File: src/design/ppm_pkg.sv
package ppm_pkg;
   // Clock and instruction-cycle timing.
   localparam int CLK_PERIOD_NS = 5;
   localparam int TCY_NS        = 10;
   localparam int TCY_CLKS      = (TCY_NS + CLK_PERIOD_NS - 1) / CLK_PERIOD_NS;
   localparam int TCY_CNT_W     = 4;
   localparam logic [TCY_CNT_W-1:0] TCY_LAST = TCY_CNT_W'(TCY_CLKS - 1);

   // Register byte offsets.
   localparam logic [7:0] PPM_CON_OFS  = 8'h00;
   localparam logic [7:0] PPM_MODE_OFS = 8'h04;
   localparam logic [7:0] PPM_ADDR_OFS = 8'h08;
   localparam logic [7:0] PPM_AEN_OFS  = 8'h0c;
   localparam logic [7:0] PPM_DATA_OFS = 8'h10;

   // Reset values and writable-bit masks.
   localparam logic [15:0] PPM_CON_RST   = 16'h0000;
   localparam logic [15:0] PPM_MODE_RST  = 16'h0000;
   localparam logic [15:0] PPM_ADDR_RST  = 16'h0000;
   localparam logic [15:0] PPM_AEN_RST   = 16'h0000;
   localparam logic [15:0] PPM_CON_WMASK = 16'hbfff;

   // Control register fields.
   localparam int CON_ON = 15, CON_SIDL = 13, CON_MUX_HI = 12, CON_MUX_LO = 11;
   localparam int CON_BE = 10, CON_WR = 9, CON_RD = 8;
   localparam int CON_CSF_HI = 7, CON_CSF_LO = 6, CON_ALP = 5;
   localparam int CON_SEL_TWO_POLARITY = 4, CON_SEL_ONE_POLARITY = 3, CON_BEP = 2;
   localparam int CON_WR_STROBE_POLARITY = 1, CON_RD_STROBE_POLARITY = 0;

   // Mode register fields.
   localparam int MODE_BUSY = 15, MODE_IRQ_HI = 14, MODE_IRQ_LO = 13;
   localparam int MODE_INC_HI = 12, MODE_INC_LO = 11, MODE_WIDE = 10;
   localparam int MODE_SEL_HI = 9, MODE_SEL_LO = 8;
   localparam int MODE_SET_HI = 7, MODE_SET_LO = 6;
   localparam int MODE_STB_HI = 5, MODE_STB_LO = 2;
   localparam int MODE_HLD_HI = 1, MODE_HLD_LO = 0;

   // Address register fields.
   localparam int ADDR_SEL2 = 15, ADDR_SEL1 = 14, ADDR_STEP_W = 11;

   // Field codes.
   localparam logic [1:0] MUX_FULL = 2'h2, MUX_PART = 2'h1;
   localparam logic [1:0] CSF_BOTH = 2'h2, CSF_TWO = 2'h1;
   localparam logic [1:0] IRQ_END = 2'h1, IRQ_STALL = 2'h2;
   localparam logic [1:0] INC_UP = 2'h1, INC_DOWN = 2'h2;
   localparam logic [1:0] SEL_M1 = 2'h3, SEL_M2 = 2'h2;

   typedef enum logic [2:0] {
      ST_IDLE, ST_ALO, ST_AHI, ST_SETUP, ST_STRB, ST_HOLD, ST_GAP
   } ppm_state_t;
endpackage

File: src/design/ppm_tick.sv
`timescale 1ns/10ps
`default_nettype none
module ppm_tick
   import ppm_pkg::*;
(
   input  wire logic clk_sys,
   input  wire logic sys_rst,
   input  wire logic run_en,
   output logic      tick
);
   logic [TCY_CNT_W-1:0] div_q;

   // The divider holds still while stopped so a frozen phase keeps its place.
   always_ff @(posedge clk_sys or posedge sys_rst)
   begin
      if (sys_rst)
         div_q <= '0;
      else if (run_en)
         div_q <= (div_q == TCY_LAST) ? '0 : div_q + 1'b1;
   end

   assign tick = run_en && (div_q == TCY_LAST);
endmodule
`default_nettype wire

File: src/design/ppm_sync.sv
`timescale 1ns/10ps
`default_nettype none
module ppm_sync #(
   parameter int W = 8
) (
   input  wire logic         clk_sys,
   input  wire logic         sys_rst,
   input  wire logic [W-1:0] d_in,
   output logic      [W-1:0] d_out
);
   logic [W-1:0] meta_q;

   always_ff @(posedge clk_sys or posedge sys_rst)
   begin
      if (sys_rst)
      begin
         meta_q <= '0;
         d_out  <= '0;
      end
      else
      begin
         meta_q <= d_in;
         d_out  <= meta_q;
      end
   end
endmodule
`default_nettype wire

File: src/design/ppm_core.sv
`timescale 1ns/10ps
`default_nettype none
// Behaviour
// With port_on clear no external access happens; setting it starts the port.
// With stop_when_idle set, port activity freezes during system idle.
// addr_data_mux_sel picks separate, partial or full address multiplexing.
// Pin-on bits connect byte enable, write/enable and read strobe pins.
// chip_sel_function makes upper pins chip selects or address bits.
// Latch, select and byte-enable polarity bits: set means active high.
// Polarity bits do nothing where the pin serves as an address line.
// wr_strobe_polarity sets write strobe, or enable strobe in master mode 1.
// rd_strobe_polarity sets read strobe, or read/write strobe in mode 1.
// Busy flag reads high while a master transfer is in progress.
// irq_mode: none, end-of-cycle pulse, processor stall, or slave-only.
// addr_step_mode adds or subtracts one on address bits 10:0 per cycle.
// Wide mode makes two byte transfers per data access, else one.
// Mode field selects master 1, master 2 or the two slave ports.
// setup_wait gives 1 to 4 Tcy of data setup and address phase.
// strobe_wait adds 0 to 15 Tcy to the strobe; zero means one Tcy.
// hold_wait gives 1 to 4 Tcy of data hold after the strobe.
// With strobe_wait zero, setup and hold settings are ignored.
// One idle Tcy separates any two consecutive bus operations.
// Address bits 15 and 14 drive select_two and select_one.
// Address bits 13:0 hold the destination address of transfers.
// pin_assign bits give each address pin to the port or general I/O.
// Latch strobes pulse during the address phase before the data phase.
// The external party latches on latch strobes and uses the strobe window.
module ppm_core
   import ppm_pkg::*;
(
   input  wire logic        clk_sys,
   input  wire logic        sys_rst,
   input  wire logic        idle_mode,
   input  wire logic [7:0]  reg_addr,
   input  wire logic [15:0] reg_wdata,
   input  wire logic        reg_wr,
   input  wire logic        reg_rd,
   output logic      [15:0] reg_rdata,
   input  wire logic [7:0]  data_pins_in,
   output logic      [7:0]  data_pins_out,
   output logic             data_pins_oe_n,
   output logic      [15:0] addr_pins_out,
   output logic      [15:0] addr_pins_oe_n,
   output logic             byte_en_out,
   output logic             byte_en_oe_n,
   output logic             wr_strobe_out,
   output logic             wr_strobe_oe_n,
   output logic             rd_strobe_out,
   output logic             rd_strobe_oe_n,
   output logic             xfer_irq,
   output logic             cpu_stall
);
   logic [15:0] con_q, mode_q, addr_q, aen_q, wr_buf_q, rd_buf_q, rd_q;
   logic        pend_q, dir_wr_q, hi_q;
   ppm_state_t  st_q, st_nx, first_st;
   logic [3:0]  cnt_q, last_cnt, strobe_wait;
   logic [7:0]  din_s;
   logic [15:0] addr_val;
   logic        tcy_en, run_en, drive_en, busy, done, phase_end;
   logic        port_on, stop_when_idle, wide, zero_wait, m1, mux_on;
   logic        data_acc, req_ok, data_phase;
   logic        cs2_act, cs1_act, wr_act, rd_act;
   logic [1:0]  mux_sel, chip_sel_function, irq_mode, step_mode, eff_setup, eff_hold;

   assign port_on        = con_q[CON_ON];
   assign stop_when_idle = con_q[CON_SIDL];
   assign mux_sel        = con_q[CON_MUX_HI:CON_MUX_LO];
   assign chip_sel_function            = con_q[CON_CSF_HI:CON_CSF_LO];
   assign irq_mode       = mode_q[MODE_IRQ_HI:MODE_IRQ_LO];
   assign step_mode      = mode_q[MODE_INC_HI:MODE_INC_LO];
   assign wide           = mode_q[MODE_WIDE];
   assign strobe_wait    = mode_q[MODE_STB_HI:MODE_STB_LO];
   assign m1             = mode_q[MODE_SEL_HI:MODE_SEL_LO] == SEL_M1;
   assign mux_on         = (mux_sel == MUX_FULL) || (mux_sel == MUX_PART);
   assign zero_wait      = strobe_wait == 4'h0;

   // Only the two master modes move the external bus.
   assign drive_en  = port_on && mode_q[MODE_SEL_HI];
   assign run_en    = drive_en && !(stop_when_idle && idle_mode);
   assign eff_setup = zero_wait ? 2'h0 : mode_q[MODE_SET_HI:MODE_SET_LO];
   assign eff_hold  = zero_wait ? 2'h0 : mode_q[MODE_HLD_HI:MODE_HLD_LO];
   assign busy      = (st_q != ST_IDLE) || pend_q;
   assign cpu_stall = busy && (irq_mode == IRQ_STALL);
   assign reg_rdata = rd_q;

   ppm_tick u_tick (
      .clk_sys (clk_sys),
      .sys_rst (sys_rst),
      .run_en  (run_en),
      .tick    (tcy_en)
   );

   ppm_sync #(.W(8)) u_sync (
      .clk_sys (clk_sys),
      .sys_rst (sys_rst),
      .d_in    (data_pins_in),
      .d_out   (din_s)
   );

   // Configuration registers; the busy bit and reserved bits are read-only.
   always_ff @(posedge clk_sys or posedge sys_rst)
   begin
      if (sys_rst)
      begin
         con_q  <= PPM_CON_RST;
         mode_q <= PPM_MODE_RST;
         aen_q  <= PPM_AEN_RST;
      end
      else if (reg_wr)
      begin
         if (reg_addr == PPM_CON_OFS)
            con_q <= reg_wdata & PPM_CON_WMASK;
         if (reg_addr == PPM_MODE_OFS)
            mode_q <= {1'b0, reg_wdata[MODE_IRQ_HI:0]};
         if (reg_addr == PPM_AEN_OFS)
            aen_q <= reg_wdata;
      end
   end

   // Address register: a software write wins over the automatic step.
   always_ff @(posedge clk_sys or posedge sys_rst)
   begin
      if (sys_rst)
         addr_q <= PPM_ADDR_RST;
      else if (reg_wr && reg_addr == PPM_ADDR_OFS)
         addr_q <= reg_wdata;
      else if (done && step_mode == INC_UP)
         addr_q[ADDR_STEP_W-1:0] <= addr_q[ADDR_STEP_W-1:0] + 1'b1;
      else if (done && step_mode == INC_DOWN)
         addr_q[ADDR_STEP_W-1:0] <= addr_q[ADDR_STEP_W-1:0] - 1'b1;
   end

   // A data access while idle with drive_en set queues one bus operation; else it is dropped.
   assign data_acc = (reg_wr || reg_rd) && reg_addr == PPM_DATA_OFS;
   assign req_ok   = data_acc && drive_en && !busy;

   always_ff @(posedge clk_sys or posedge sys_rst)
   begin
      if (sys_rst)
      begin
         pend_q   <= 1'b0;
         dir_wr_q <= 1'b0;
         wr_buf_q <= 16'h0000;
      end
      else if (!drive_en)
         pend_q <= 1'b0;
      else if (req_ok)
      begin
         pend_q   <= 1'b1;
         dir_wr_q <= reg_wr;
         if (reg_wr)
            wr_buf_q <= reg_wdata;
      end
      else if (tcy_en && st_q == ST_IDLE)
         pend_q <= 1'b0;
   end

   // Length of each phase in Tcy, less one.
   always_comb
   begin
      case (st_q)
         ST_ALO, ST_AHI, ST_SETUP: last_cnt = {2'h0, eff_setup};
         ST_STRB:                  last_cnt = strobe_wait;
         ST_HOLD:                  last_cnt = {2'h0, eff_hold};
         default:                  last_cnt = 4'h0;
      endcase
   end

   assign phase_end = cnt_q == last_cnt;
   assign first_st  = mux_on ? ST_ALO : (zero_wait ? ST_STRB : ST_SETUP);
   assign done      = tcy_en && st_q == ST_GAP && !(wide && !hi_q);
   always_comb
   begin
      case (st_q)
         ST_IDLE:  st_nx = pend_q ? first_st : ST_IDLE;
         ST_ALO:   st_nx = (mux_sel == MUX_FULL) ? ST_AHI
                         : (zero_wait ? ST_STRB : ST_SETUP);
         ST_AHI:   st_nx = zero_wait ? ST_STRB : ST_SETUP;
         ST_SETUP: st_nx = ST_STRB;
         ST_STRB:  st_nx = zero_wait ? ST_GAP : ST_HOLD;
         ST_HOLD:  st_nx = ST_GAP;
         ST_GAP:   st_nx = (wide && !hi_q) ? first_st : ST_IDLE;
         default:  st_nx = ST_IDLE;
      endcase
   end

   // Bus sequencer; it steps only on Tcy enables, so it freezes with them.
   always_ff @(posedge clk_sys or posedge sys_rst)
   begin
      if (sys_rst)
      begin
         st_q  <= ST_IDLE;
         cnt_q <= 4'h0;
         hi_q  <= 1'b0;
      end
      else if (!drive_en)
      begin
         st_q  <= ST_IDLE;
         cnt_q <= 4'h0;
         hi_q  <= 1'b0;
      end
      else if (tcy_en)
      begin
         cnt_q <= phase_end ? 4'h0 : cnt_q + 4'h1;
         if (phase_end)
            st_q <= st_nx;
         if (phase_end && st_q == ST_IDLE)
            hi_q <= 1'b0;
         else if (phase_end && st_q == ST_GAP)
            hi_q <= wide && !hi_q;
      end
   end

   // Read data is taken at the close of the strobe window.
   always_ff @(posedge clk_sys or posedge sys_rst)
   begin
      if (sys_rst)
         rd_buf_q <= 16'h0000;
      else if (tcy_en && st_q == ST_STRB && phase_end && !dir_wr_q)
         rd_buf_q <= hi_q ? {din_s, rd_buf_q[7:0]}
                          : {wide ? rd_buf_q[15:8] : 8'h00, din_s};
   end
   always_ff @(posedge clk_sys or posedge sys_rst)
   begin
      if (sys_rst)
         xfer_irq <= 1'b0;
      else
         xfer_irq <= done && irq_mode == IRQ_END;
   end

   // Register read port; unmapped offsets read zero.
   always_ff @(posedge clk_sys or posedge sys_rst)
   begin
      if (sys_rst)
         rd_q <= 16'h0000;
      else if (reg_rd)
         case (reg_addr)
            PPM_CON_OFS:  rd_q <= con_q;
            PPM_MODE_OFS: rd_q <= {busy, mode_q[MODE_IRQ_HI:0]};
            PPM_ADDR_OFS: rd_q <= addr_q;
            PPM_AEN_OFS:  rd_q <= aen_q;
            PPM_DATA_OFS: rd_q <= rd_buf_q;
            default:      rd_q <= 16'h0000;
         endcase
      else
         rd_q <= 16'h0000;
   end

   // Pin functions; a level is ~(active ^ polarity), high when both set.
   assign cs2_act    = busy && addr_q[ADDR_SEL2];
   assign cs1_act    = busy && addr_q[ADDR_SEL1];
   assign data_phase = st_q == ST_SETUP || st_q == ST_STRB || st_q == ST_HOLD;
   assign wr_act     = st_q == ST_STRB && (m1 || dir_wr_q);
   assign rd_act     = m1 ? (st_q != ST_IDLE && !dir_wr_q)
                          : (st_q == ST_STRB && !dir_wr_q);

   always_comb
   begin
      addr_val = addr_q;
      if (chip_sel_function == CSF_BOTH || chip_sel_function == CSF_TWO)
         addr_val[ADDR_SEL2] = ~(cs2_act ^ con_q[CON_SEL_TWO_POLARITY]);
      if (chip_sel_function == CSF_BOTH)
         addr_val[ADDR_SEL1] = ~(cs1_act ^ con_q[CON_SEL_ONE_POLARITY]);
      if (mux_on)
      begin
         addr_val[0] = ~((st_q == ST_ALO) ^ con_q[CON_ALP]);
         addr_val[1] = ~((st_q == ST_AHI) ^ con_q[CON_ALP]);
      end
   end

   always_ff @(posedge clk_sys or posedge sys_rst)
   begin
      if (sys_rst)
      begin
         data_pins_out  <= 8'h00;
         data_pins_oe_n <= 1'b1;
         addr_pins_out  <= 16'h0000;
         addr_pins_oe_n <= 16'hffff;
         byte_en_out    <= 1'b0;
         byte_en_oe_n   <= 1'b1;
         wr_strobe_out  <= 1'b0;
         wr_strobe_oe_n <= 1'b1;
         rd_strobe_out  <= 1'b0;
         rd_strobe_oe_n <= 1'b1;
      end
      else
      begin
         if (st_q == ST_ALO)
            data_pins_out <= addr_q[7:0];
         else if (st_q == ST_AHI)
            data_pins_out <= addr_q[15:8];
         else
            data_pins_out <= hi_q ? wr_buf_q[15:8] : wr_buf_q[7:0];
         data_pins_oe_n <= !(drive_en && (st_q == ST_ALO || st_q == ST_AHI
                                 || (dir_wr_q && data_phase)));
         addr_pins_out  <= addr_val;
         addr_pins_oe_n <= ~({16{drive_en}} & aen_q);
         byte_en_out    <= ~((busy && wide) ^ con_q[CON_BEP]);
         byte_en_oe_n   <= !(drive_en && con_q[CON_BE]);
         wr_strobe_out  <= ~(wr_act ^ con_q[CON_WR_STROBE_POLARITY]);
         wr_strobe_oe_n <= !(drive_en && con_q[CON_WR]);
         rd_strobe_out  <= ~(rd_act ^ con_q[CON_RD_STROBE_POLARITY]);
         rd_strobe_oe_n <= !(drive_en && con_q[CON_RD]);
      end
   end
endmodule
`default_nettype wire

File: config.mk
export PLATFORM = sky130hd
export DESIGN_NAME = ppm_core
export DESIGN_NICKNAME = d
export VERILOG_FILES = /design/src/design/ppm_pkg.sv /design/src/design/ppm_tick.sv /design/src/design/ppm_sync.sv /design/src/design/ppm_core.sv
export SDC_FILE = /design/constraint.sdc
export NUM_CORES = 1
export LEC_CHECK = 0
export ABC_CLOCK_PERIOD_IN_PS = 7600
export BUFFER_PORTS_ARGS = -buffer_cell sky130_fd_sc_hd__buf_2
export CORE_AREA = 2 2 126 128
export CTS_CLUSTER_DIAMETER = 30
export DETAILED_ROUTE_END_ITERATION = 12
export DIE_AREA = 0 0 128 130
export GPL_ROUTABILITY_DRIVEN = 0
export HOLD_SLACK_MARGIN = 0.08
export PLACE_DENSITY = 0.79
export SKIP_CTS_REPAIR_TIMING = 1
export SYNTH_ARGS = -nofsm -noshare
export SYNTH_HDL_FRONTEND = slang
export SYNTH_SLANG_ARGS = --single-unit
File: constraint.sdc
create_clock -name clk_sys -period 7.6 [get_ports clk_sys]
set_input_delay 1.14 -clock clk_sys [delete_from_list [all_inputs] [get_ports clk_sys]]
set_output_delay 1.14 -clock clk_sys [all_outputs]
set_load 0.02 [all_outputs]
# Word level (Yosys, flattened, before mapping)

Cells that the tools add are included.

$add $sub $neg: 4
Equal/unequal tests: 26
Mux-type cells: 38
Bitwise logic cells: 17
Reduce and logical (&&, ||, !) cells: 65

Operators by type and width:

| cell                                                                   | number |
|---|---|
| 16-bit case mux with 5 select lines                                    | 1 |
| 11-bit 2-to-1 mux                                                      | 3 |
| 1-bit logical AND                                                      | 32 |
| 16-bit 2-to-1 mux                                                      | 2 |
| 8-bit 2-to-1 mux                                                       | 4 |
| 3-bit 2-to-1 mux                                                       | 8 |
| 3-bit case mux with 7 select lines                                     | 1 |
| 16-bit AND                                                             | 1 |
| 8-bit by 4-bit equality test with 1-bit output (second input constant) | 2 |
| 4-bit 2-to-1 mux                                                       | 4 |
| 16-bit NOT                                                             | 1 |
| 2-bit AND reduction                                                    | 8 |
| 4-bit case mux with 3 select lines                                     | 1 |
| 11-bit by 1-bit adder with 11-bit output (second input constant)       | 1 |
| 11-bit by 1-bit subtractor with 11-bit output (second input constant)  | 1 |
| 2-bit equality test (second input constant)                            | 5 |
| 1-bit 2-to-1 mux                                                       | 10 |
| 3-bit equality test (second input constant)                            | 3 |
| 1-bit logical NOT                                                      | 9 |
| 1-bit logical OR                                                       | 9 |
| 4-bit by 1-bit adder with 4-bit output (second input constant)         | 2 |
| 2-bit by 1-bit equality test with 1-bit output (second input constant) | 4 |
| 8-bit by 3-bit equality test with 1-bit output (second input constant) | 1 |
| 8-bit by 5-bit equality test with 1-bit output (second input constant) | 1 |
| 16 further kinds                                                       | 36 |

Bits in registers: 188
Input port bits: 37
Output and inout port bits: 65
Logic and storage cells: 178

# Logic depth before layout (Yosys ltp)

Gate-level depths: netlist of the first run.

Depth after elaboration: 10
Depth in mapped cells: 13
Depth with buffers taken out: 12

# Cells and area by module

A second synthesis of the first run with hierarchy kept.

Cells, all modules: 672
Area, all modules: 8,164.1 um^2

By module, submodules not included:

| module   | instances | cells an instance | area an instance (um^2) | sequential area each (um^2) |
|---|---|---|---|---|
| ppm_core | 1         | 640               | 7,587.3                 | 4,229.1 |
| ppm_sync | 1         | 17                | 404.1                   | 400.4 |
| ppm_tick | 1         | 15                | 172.7                   | 100.1 |

# Least setup slack after synthesis of the first run

Ideal clock, no wire load.

Path type: input to register
Start point: input idle_mode
End point: register addr_q[9]
Library setup time: 0.124 ns
Data arrival time: 3.770 ns
Required time: 7.476 ns
Setup slack: 3.706 ns
Cell stages on the path: 11
Buffers on the path: 0
Path through: nand2_1 > nand4_2 > or3_1 > or3b_1 > ha_1 > a21o_1 > a21oi_1 > o31ai_1 > a31oi_1 > mux2i_1 > a211o_1

Longest elaborated chain between the ends: 9
Elaborated cells on any way between the ends: 11
Those cells by class: mux: 2; reduce/logical: 9

Ends and longest elaborated chain:

| item                              | line            | source |
|---|---|---|
| from (decl)                       | ppm_core.sv:33  | `input wire logic idle_mode,` |
| 1-bit logical AND *               | ppm_core.sv:79  | `assign run_en = drive_en && !(stop_when_idle && idle_mode);` |
| 1-bit logical NOT *               | ppm_core.sv:79  |  |
| 1-bit logical AND *               | ppm_core.sv:79  |  |
| 1-bit logical AND *               | ppm_tick.sv:22  | `assign tick = run_en && (div_q == TCY_LAST);` |
| 1-bit logical AND * (2 in series) | ppm_core.sv:171 | `assign done = tcy_en && st_q == ST_GAP && !(wide && !hi_q);` |
| 1-bit logical AND                 | ppm_core.sv:127 | `else if (done && step_mode == INC_UP)` |
| 11-bit 2-to-1 mux                 | ppm_core.sv:127 |  |
| 11-bit 2-to-1 mux                 | ppm_core.sv:125 | `else if (reg_wr && reg_addr == PPM_ADDR_OFS)` |
| to (signal assigned)              | ppm_core.sv:126 | `addr_q <= reg_wdata;` |
| to (signal, indexed assignment)   | ppm_core.sv:128 | `addr_q[ADDR_STEP_W-1:0] <= addr_q[ADDR_STEP_W-1:0] + 1'b1;` |
| to (signal, indexed assignment)   | ppm_core.sv:130 | `addr_q[ADDR_STEP_W-1:0] <= addr_q[ADDR_STEP_W-1:0] - 1'b1;` |
| to (decl)                         | ppm_core.sv:53  | `logic [15:0] con_q, mode_q, addr_q, aen_q, wr_buf_q, rd_buf_q, rd_q;` |

Mark *: on every way between the ends. The rest lies on a longest branch, timed or not.
A chain may end at the register's enable or synchronous reset.

# Worst setup path after layout of the first run

Ends and elaborated chain as after synthesis.

==> metrics.txt, run 1 <==
status=complete, no violations; Nets=822; Mapped Area=around 8300 um2; XOR/XNOR share of the synthesized area=1.91%; Max-Cap Viols=0; Seq. cell area=4730 um2; # DRC=0; final instance area=between 9000 and 10000 um2; DP HPWL=15200 um; mux contribution to synthesized area=12.2%; Starting Density=53.6%; Area growth, synth to finish=14.2%; FFs w/ async S/R, synth=100%; Tightest Hold Check Type=reg2reg; Fmax achieved=~240 MHz; 1st-pass router iterations=7; number of DRC markers in iteration 0=815; Root Driver=clkbuf_16; Worst R2R Start=u_tick.div_q[1]$_DFFE_PP0N_; remaining antenna violation count after routing=0; crit path from=idle_mode; CP required=7.92 ns; largest net degree at the start of global routing=between 100 and 150; Seq/Total Area, Yosys=57.2%; count leader, synth=dfrtp_1; CTS tree=done; share of cells above drive strength 1=31.1%; Total GRT Usage=27.1%; Cell Chain, Critical Path=buf_2 -> nand2_1 -> nand4_2 -> or3_1 -> or3b_1 -> ha_1 -> a21o_1 -> a21oi_1 -> o31ai_1 -> a31oi_1 -> mux2i_1 -> a211o_1; Worst Setup EP=addr_q[9]$_DFFE_PP0P_; simple logic cell fraction of the synthesized area=around an eighth; H-tree Lvls=4; Mapped Cells=684; endpoints failing setup=0; CP peak stage delay=a little under 0.6 ns; Lkg Pwr=4.40 nW; syn nets=734; Pins Over Slew Limit=0; Setup CP Type=in2reg; wire per inst=22.4 um; Compound-Gate Fraction of Synth Area=12.4%; final wirelength=around 22000 um; worst reg2reg path endpoint=addr_q[9]$_DFFE_PP0P_; cell taking the most area after synthesis=dfrtp_1; GRT overflow=0; DP Area=8880 um2; Multi-input gate area=3340 um2; syn_area_per_cell=12.1 um2; Tmin final=4.17 ns; Post-synth top flop=dfrtp_1; crit end category=register; slowest cell on the critical path=or3b_1; clk_lat worst skew=0.44 ns; Yosys warning total=0; row count=46; post-route clock period utilization=54.9%; first-pass GRT wire length=33700 um; total number of vias=6235; R2R depth=11; chip width=128 um; io pins=102; final hold slack=between 0.3 and 0.4 ns; FF-to-FF setup slack=3.56 ns; Worst Setup Start Kind=input port; IO buf count=a little over 100; number of distinct library cells after synthesis=68; #FFs+latches synth=188; vias in the first global route=6071; setup_tns=0 ns; top cells by area, synth=dfrtp_1, mux2_2, dfstp_2; initial antenna violation count=1; largest fanout on the critical path=15; Chip Height=130 um; CTS buffer count=17; diode count=0; Max clock buf depth=2; VDD IR max=0.153 mV; CORE AREA=between 15000 and 20000 um2; Via density=6.38; final hold violations=0; Final Skew=~0.012 ns; Post-Synth Adder-Cell Area=2.06%; RSZ-0062 raised after global routing=no; Crit path arrival time=4.50 ns; clk sinks=about 190; Max-slew headroom=roughly a third; CTS clk-pin slew, worst paths=0.07 ns; Commonest cells post-synth=dfrtp_1, nand2_1, mux2_2; Post-synth EDFFs=0; Slew @ Worst Pin=1.02 ns; share of the synthesized area in the top cell type=50.8%; die area=about 17000 um2; fill count=1219; main combinational cell family by area after synthesis=compound AO/OA/AOI/OAI gates; Power Dens Cells=220 nW/um2
## per-stage QoR
stage / utilization [%] / power [mW] / instances / setup slack [ns]
final: 61.3 / 2.08 / 977 / 3.43
after global placement: 57.6 / 1.22 / 945 / 3.21
after CTS: 61.3 / 2.08 / 977 / 3.47
after detailed placement: 57.6 / 1.23 / 945 / 3.03
after global routing: 61.3 / 2.14 / 977 / 3.26
after floorplan: - / 1.16 / 684 / 1.38
## layout make-up
| cell class | count | share of cell area [%] |
|---|---|---|
| Clock buffer | 17 | 4.50 |
| Clock inverter | 15 | 1.56 |
| Inverter | 12 | 0.530 |
| Multi-Input combinational cell | 450 | 35.3 |
| Sequential cell | 188 | 50.0 |
| Tap cell | 192 | 2.54 |
| Timing Repair Buffer | 103 | 5.51 |
## sequential cells by signal (all words and copies together) (netlist names), 3 cells and up
| signal | count |
|---|---|
| u_sync.d_out | 8 |
| aen_q | 16 |
| data_pins_out | 8 |
| addr_pins_out | 16 |
| u_tick.div_q | 4 |
| addr_q | 16 |
| u_sync.meta_q | 8 |
| wr_buf_q | 16 |
| mode_q | 15 |
| rd_buf_q | 16 |
| cnt_q | 4 |
| addr_pins_oe_n | 16 |
| con_q | 15 |
| st_q | 3 |
| reg_rdata | 16 |
## per-layer routing
metal  GRT usage [%]  part of all wire (%)
met3            6.93                   8.2
met5               0                     0
met2            42.3                    48
met1            34.9                    39
met4            14.8                   4.9
## worst min-delay path by stage
stage | startpoint | to | cells past startpoint
3_5_place_dp | u_sync.meta_q[6]$_DFF_PP0_ | u_sync.d_out[6]$_DFF_PP0_ | 0
3_3_place_gp | u_sync.meta_q[2]$_DFF_PP0_ | u_sync.d_out[2]$_DFF_PP0_ | 0
6_report | u_sync.meta_q[5]$_DFF_PP0_ | u_sync.d_out[5]$_DFF_PP0_ | 0
4_1_cts | u_sync.meta_q[5]$_DFF_PP0_ | u_sync.d_out[5]$_DFF_PP0_ | 0
5_1_grt | u_sync.meta_q[2]$_DFF_PP0_ | u_sync.d_out[2]$_DFF_PP0_ | 0
2_1_floorplan | u_sync.meta_q[0]$_DFF_PP0_ | u_sync.d_out[0]$_DFF_PP0_ | 0
## where the power goes
| group | leakage [nW] | internal [mW] | switching [mW] | total, mW |
|---|---|---|---|---|
| Sequential | 2.47 | 1.03 | 0.0310 | 1.06 |
| Clock | 0.283 | 0.438 | 0.427 | 0.864 |
| Combinational | 1.65 | 0.0572 | 0.0940 | 0.151 |
## placed cells by master, fill, tap and decap left out, types with 5 or more instances in the layout
master and instances:
o22ai_1 12, buf_2 101, or3_1 7, a21oi_1 36
inv_1 10, a31oi_1 9, nand2_1 80, a222oi_1 8
and2_1 5, dfrtp_1 168, o21ai_0 20, clkbuf_16 17
a22o_1 9, xnor2_1 12, dfstp_2 20, xor2_1 6
o211ai_1 5, nor4_1 5, nand3_1 14, a22oi_1 32
nor2_1 22, ha_1 12, inv_6 7, and3_1 5
mux2i_1 22, mux2_2 68
## critical path, delay by kind of cell
kind / cells / cell delay [ns]
adder cells (fa/ha/maj): 1 / 0.35
AND/OR/NAND/NOR: 4 / 1.66
buffers and inverters: 1 / 0.10
multiplexers: 1 / 0.11
AO/OA/AOI/OAI: 5 / 1.14
## kinds of logic after synthesis
logic type      Yosys count
compound gates          149
xor+xnor                 18
fa+ha+maj                13
buf+inv                  46
flops                   188
mux                      92
simple gates            178
(Power assumes the default switching activity.)
==> run 2, diff against run 1 <==
Settings changed: ABC_AREA set to 1, ABC_CLOCK_PERIOD_IN_PS 7600 to 4000, CORE_AREA 2 2 126 128 to 2 2 127 129, DIE_AREA 0 0 128 130 to 0 0 129 131.
Clock period 7.6 ns to 4 ns, I/O delays scaled along.
==> run 2 against run 1 <==
  * Clock skew is 0.0038 ns lower
  * Non-clock buffer count is 4 higher
  * Sequential cell count stayed put
  * Critical path type is now reg2reg
  * Sequential power is 90% higher
  * Sequential share of layout area is 0.67 points lower
  * Global-route usage is 0.062 points lower
  * Synthesized area is 0.97% higher
  * Clock-buffer cell count is 3 higher
  * Largest cell class unchanged
==> metrics.txt, run 2 <==
VDD IR max=0.317 mV; share of cells above drive strength 1=between 10% and 20%; CORE AREA=15600 um2; 1st-pass router iterations=9; met1 usage=38.0%; Nets=about 1100; CTS clk-pin slew, worst paths=roughly 0.070 ns; #FFs+latches synth=188; final wirelength=22100 um; Max clock buf depth=2; Setup CP Type=reg2reg; Max-Cap Viols=0; number of distinct library cells after synthesis=45; endpoints failing setup=0; total number of vias=6966; chip width=approximately 130 um; vias in the first global route=6237; Commonest cells post-synth=nand2_1, dfrtp_1, o21ai_0; FFs w/ async S/R, synth=between 90% and 100%; Via density=5.62; Power Dens Cells=402 nW/um2; CP required=4.31 ns; syn nets=968; Area growth, synth to finish=14.7%; Total GRT Usage=27.0%; Starting Density=53.5%; post-route clock period utilization=78.6%; RSZ-0062 raised after global routing=no; Root Driver=clkbuf_16; Crit path arrival time=roughly 3.5 ns; Yosys warning total=0; routing usage on met2=39.8%; slowest cell on the critical path=dfrtp_1; GRT Max-Usage Layer=met2; met3 Use GR=6.68%; fill count=roughly 1300; wire per inst=17.8 um; H-tree Lvls=4; Mapped Area=8350 um2; Post-synth top flop=dfrtp_1; Max-slew headroom=28.6%; status=complete, no violations; largest net degree at the start of global routing=189; top cells by area, synth=dfrtp_1, nand2_1, dfstp_2; clk_lat worst skew=0.44 ns; IO buf count=a little over 100; largest fanout on the critical path=11; Slew @ Worst Pin=1.07 ns; DP HPWL=about 15000 um; syn_area_per_cell=9.10 um2; cell taking the most area after synthesis=dfrtp_1; Tightest Hold Check Type=in2reg; row count=between 40 and 50; most frequent cells in the layout=nand2_1, dfrtp_1, o21ai_0, buf_2, inv_1; Pins Over Slew Limit=0; CTS tree=done; CP peak stage delay=about 0.56 ns; die area=16900 um2; Worst Setup Start Kind=register; CTS buffer count=17; clk sinks=188; Fmax achieved=~320 MHz; first-pass GRT wire length=around 34000 um; number of DRC markers in iteration 0=913; Post-synth EDFFs=0; setup_tns=0 ns; crit end category=register; Mapped Cells=918; share of the synthesized area in the top cell type=50.3%; initial antenna violation count=1; most common cell after layout, fill and taps aside=nand2_1; Cell Chain, Critical Path=nand3_1 -> nor3_2 -> nand2_1 -> ha_1 -> a21oi_1 -> o21ai_0 -> a21oi_1 -> nor2_1 -> nor2_1 -> nand2_1 -> nand3_1 -> o211ai_1; Chip Height=about 130 um; PnR Total Power=3.85 mW; Lkg Pwr=4.74 nW; GRT overflow=0; diode count=0; count leader, synth=nand2_1; Tmin final=3.14 ns; Seq/Total Area, Yosys=56.6%; remaining antenna violation count after routing=0; Final Skew=between 0.008 and 0.009 ns; # DRC=0; io pins=102; final hold violations=0
[run 2: final timing paths]
| check | from | to | slack, ns | cells after the start |
|---|---|---|---|---|
| setup / recovery | st_q[2]$_DFFE_PP0P_ | addr_q[7]$_DFFE_PP0P_ | 0.86 | 12 |
| hold / removal | data_pins_in[5] | u_sync.meta_q[5]$_DFF_PP0_ | 0.26 | 1 |
| setup reg to reg | st_q[2]$_DFFE_PP0P_ | addr_q[7]$_DFFE_PP0P_ | 0.86 | 12 |
| hold reg to reg | u_sync.meta_q[6]$_DFF_PP0_ | u_sync.d_out[6]$_DFF_PP0_ | 0.35 | 0 |
| max in group asynchronous | sys_rst | mode_q[8]$_DFFE_PP0P_ | 2.81 | 3 |
| min in group asynchronous | sys_rst | wr_strobe_out$_DFF_PP0_ | 0.35 | 3 |
[run 2: worst max-delay path: cells and delay by family (launching register included)]
| family | cells | cell delay [ns] |
|---|---|---|
| AND/OR/NAND/NOR | 7 | 1.33 |
| AO/OA/AOI/OAI | 4 | 0.67 |
| flip-flops | 1 | 0.56 |
| adder cells (fa/ha/maj) | 1 | 0.46 |
[run 2: cells by family (layout without fill, tap and decap cells)]
| family | count (synthesis) | count (layout) | synth area share (%) |
|---|---|---|---|
| AO/OA/AOI/OAI | 205 | 205 | 14.0 |
| XOR/XNOR | 14 | 14 | 1.47 |
| adder cells (fa/ha/maj) | 13 | 13 | 2.04 |
| buffers and inverters | 141 | 246 | 6.76 |
| flip-flops | 188 | 188 | 56.6 |
| AND/OR/NAND/NOR | 357 | 357 | 19.1 |
[run 2: area by class of cell]
cell class	count	area, um2	share of cell area, %
Clock buffer	20	447	4.66
Timing Repair Buffer	107	563	5.88
Inverter	107	409	4.27
Tap cell	216	270	2.82
Sequential cell	188	4730	49.4
Multi-Input combinational cell	589	3060	31.9
Clock inverter	12	101	1.06
[run 2: per-stage QoR]
stage / instance area [um2] / worst slack [ns] / instances / hold WS (ns) / utilization (%)
floorplan: 8360 / 0.996 / 918 / 0.331 / -
global placement: 9030 / 0.820 / 1207 / 0.334 / 57.9
detailed placement: 9030 / 0.704 / 1207 / 0.336 / 57.9
CTS: 9580 / 0.936 / 1239 / 0.261 / 61.4
global route: 9580 / 0.622 / 1239 / 0.257 / 61.4
finish: 9580 / 0.856 / 1239 / 0.264 / 61.4
[run 2: routing by layer]
metal | part of all wire [%] | up-vias | routed length [um]
met5 | 0.032 | - | 7
met4 | 3.8 | 2 | 845
met3 | 9.9 | 70 | 2190
met2 | 44 | 392 | 9770
met1 | 42 | 3295 | 9260
li1 | - | 3207 | -
[run 2: report_power, final]
group | switching [mW] | total (mW) | internal, mW
Combinational | 0.185 | 0.268 | 0.0830
Sequential | 0.0510 | 2.01 | 1.96
Clock | 0.747 | 1.57 | 0.826
Total | 0.983 | 3.85 | 2.86
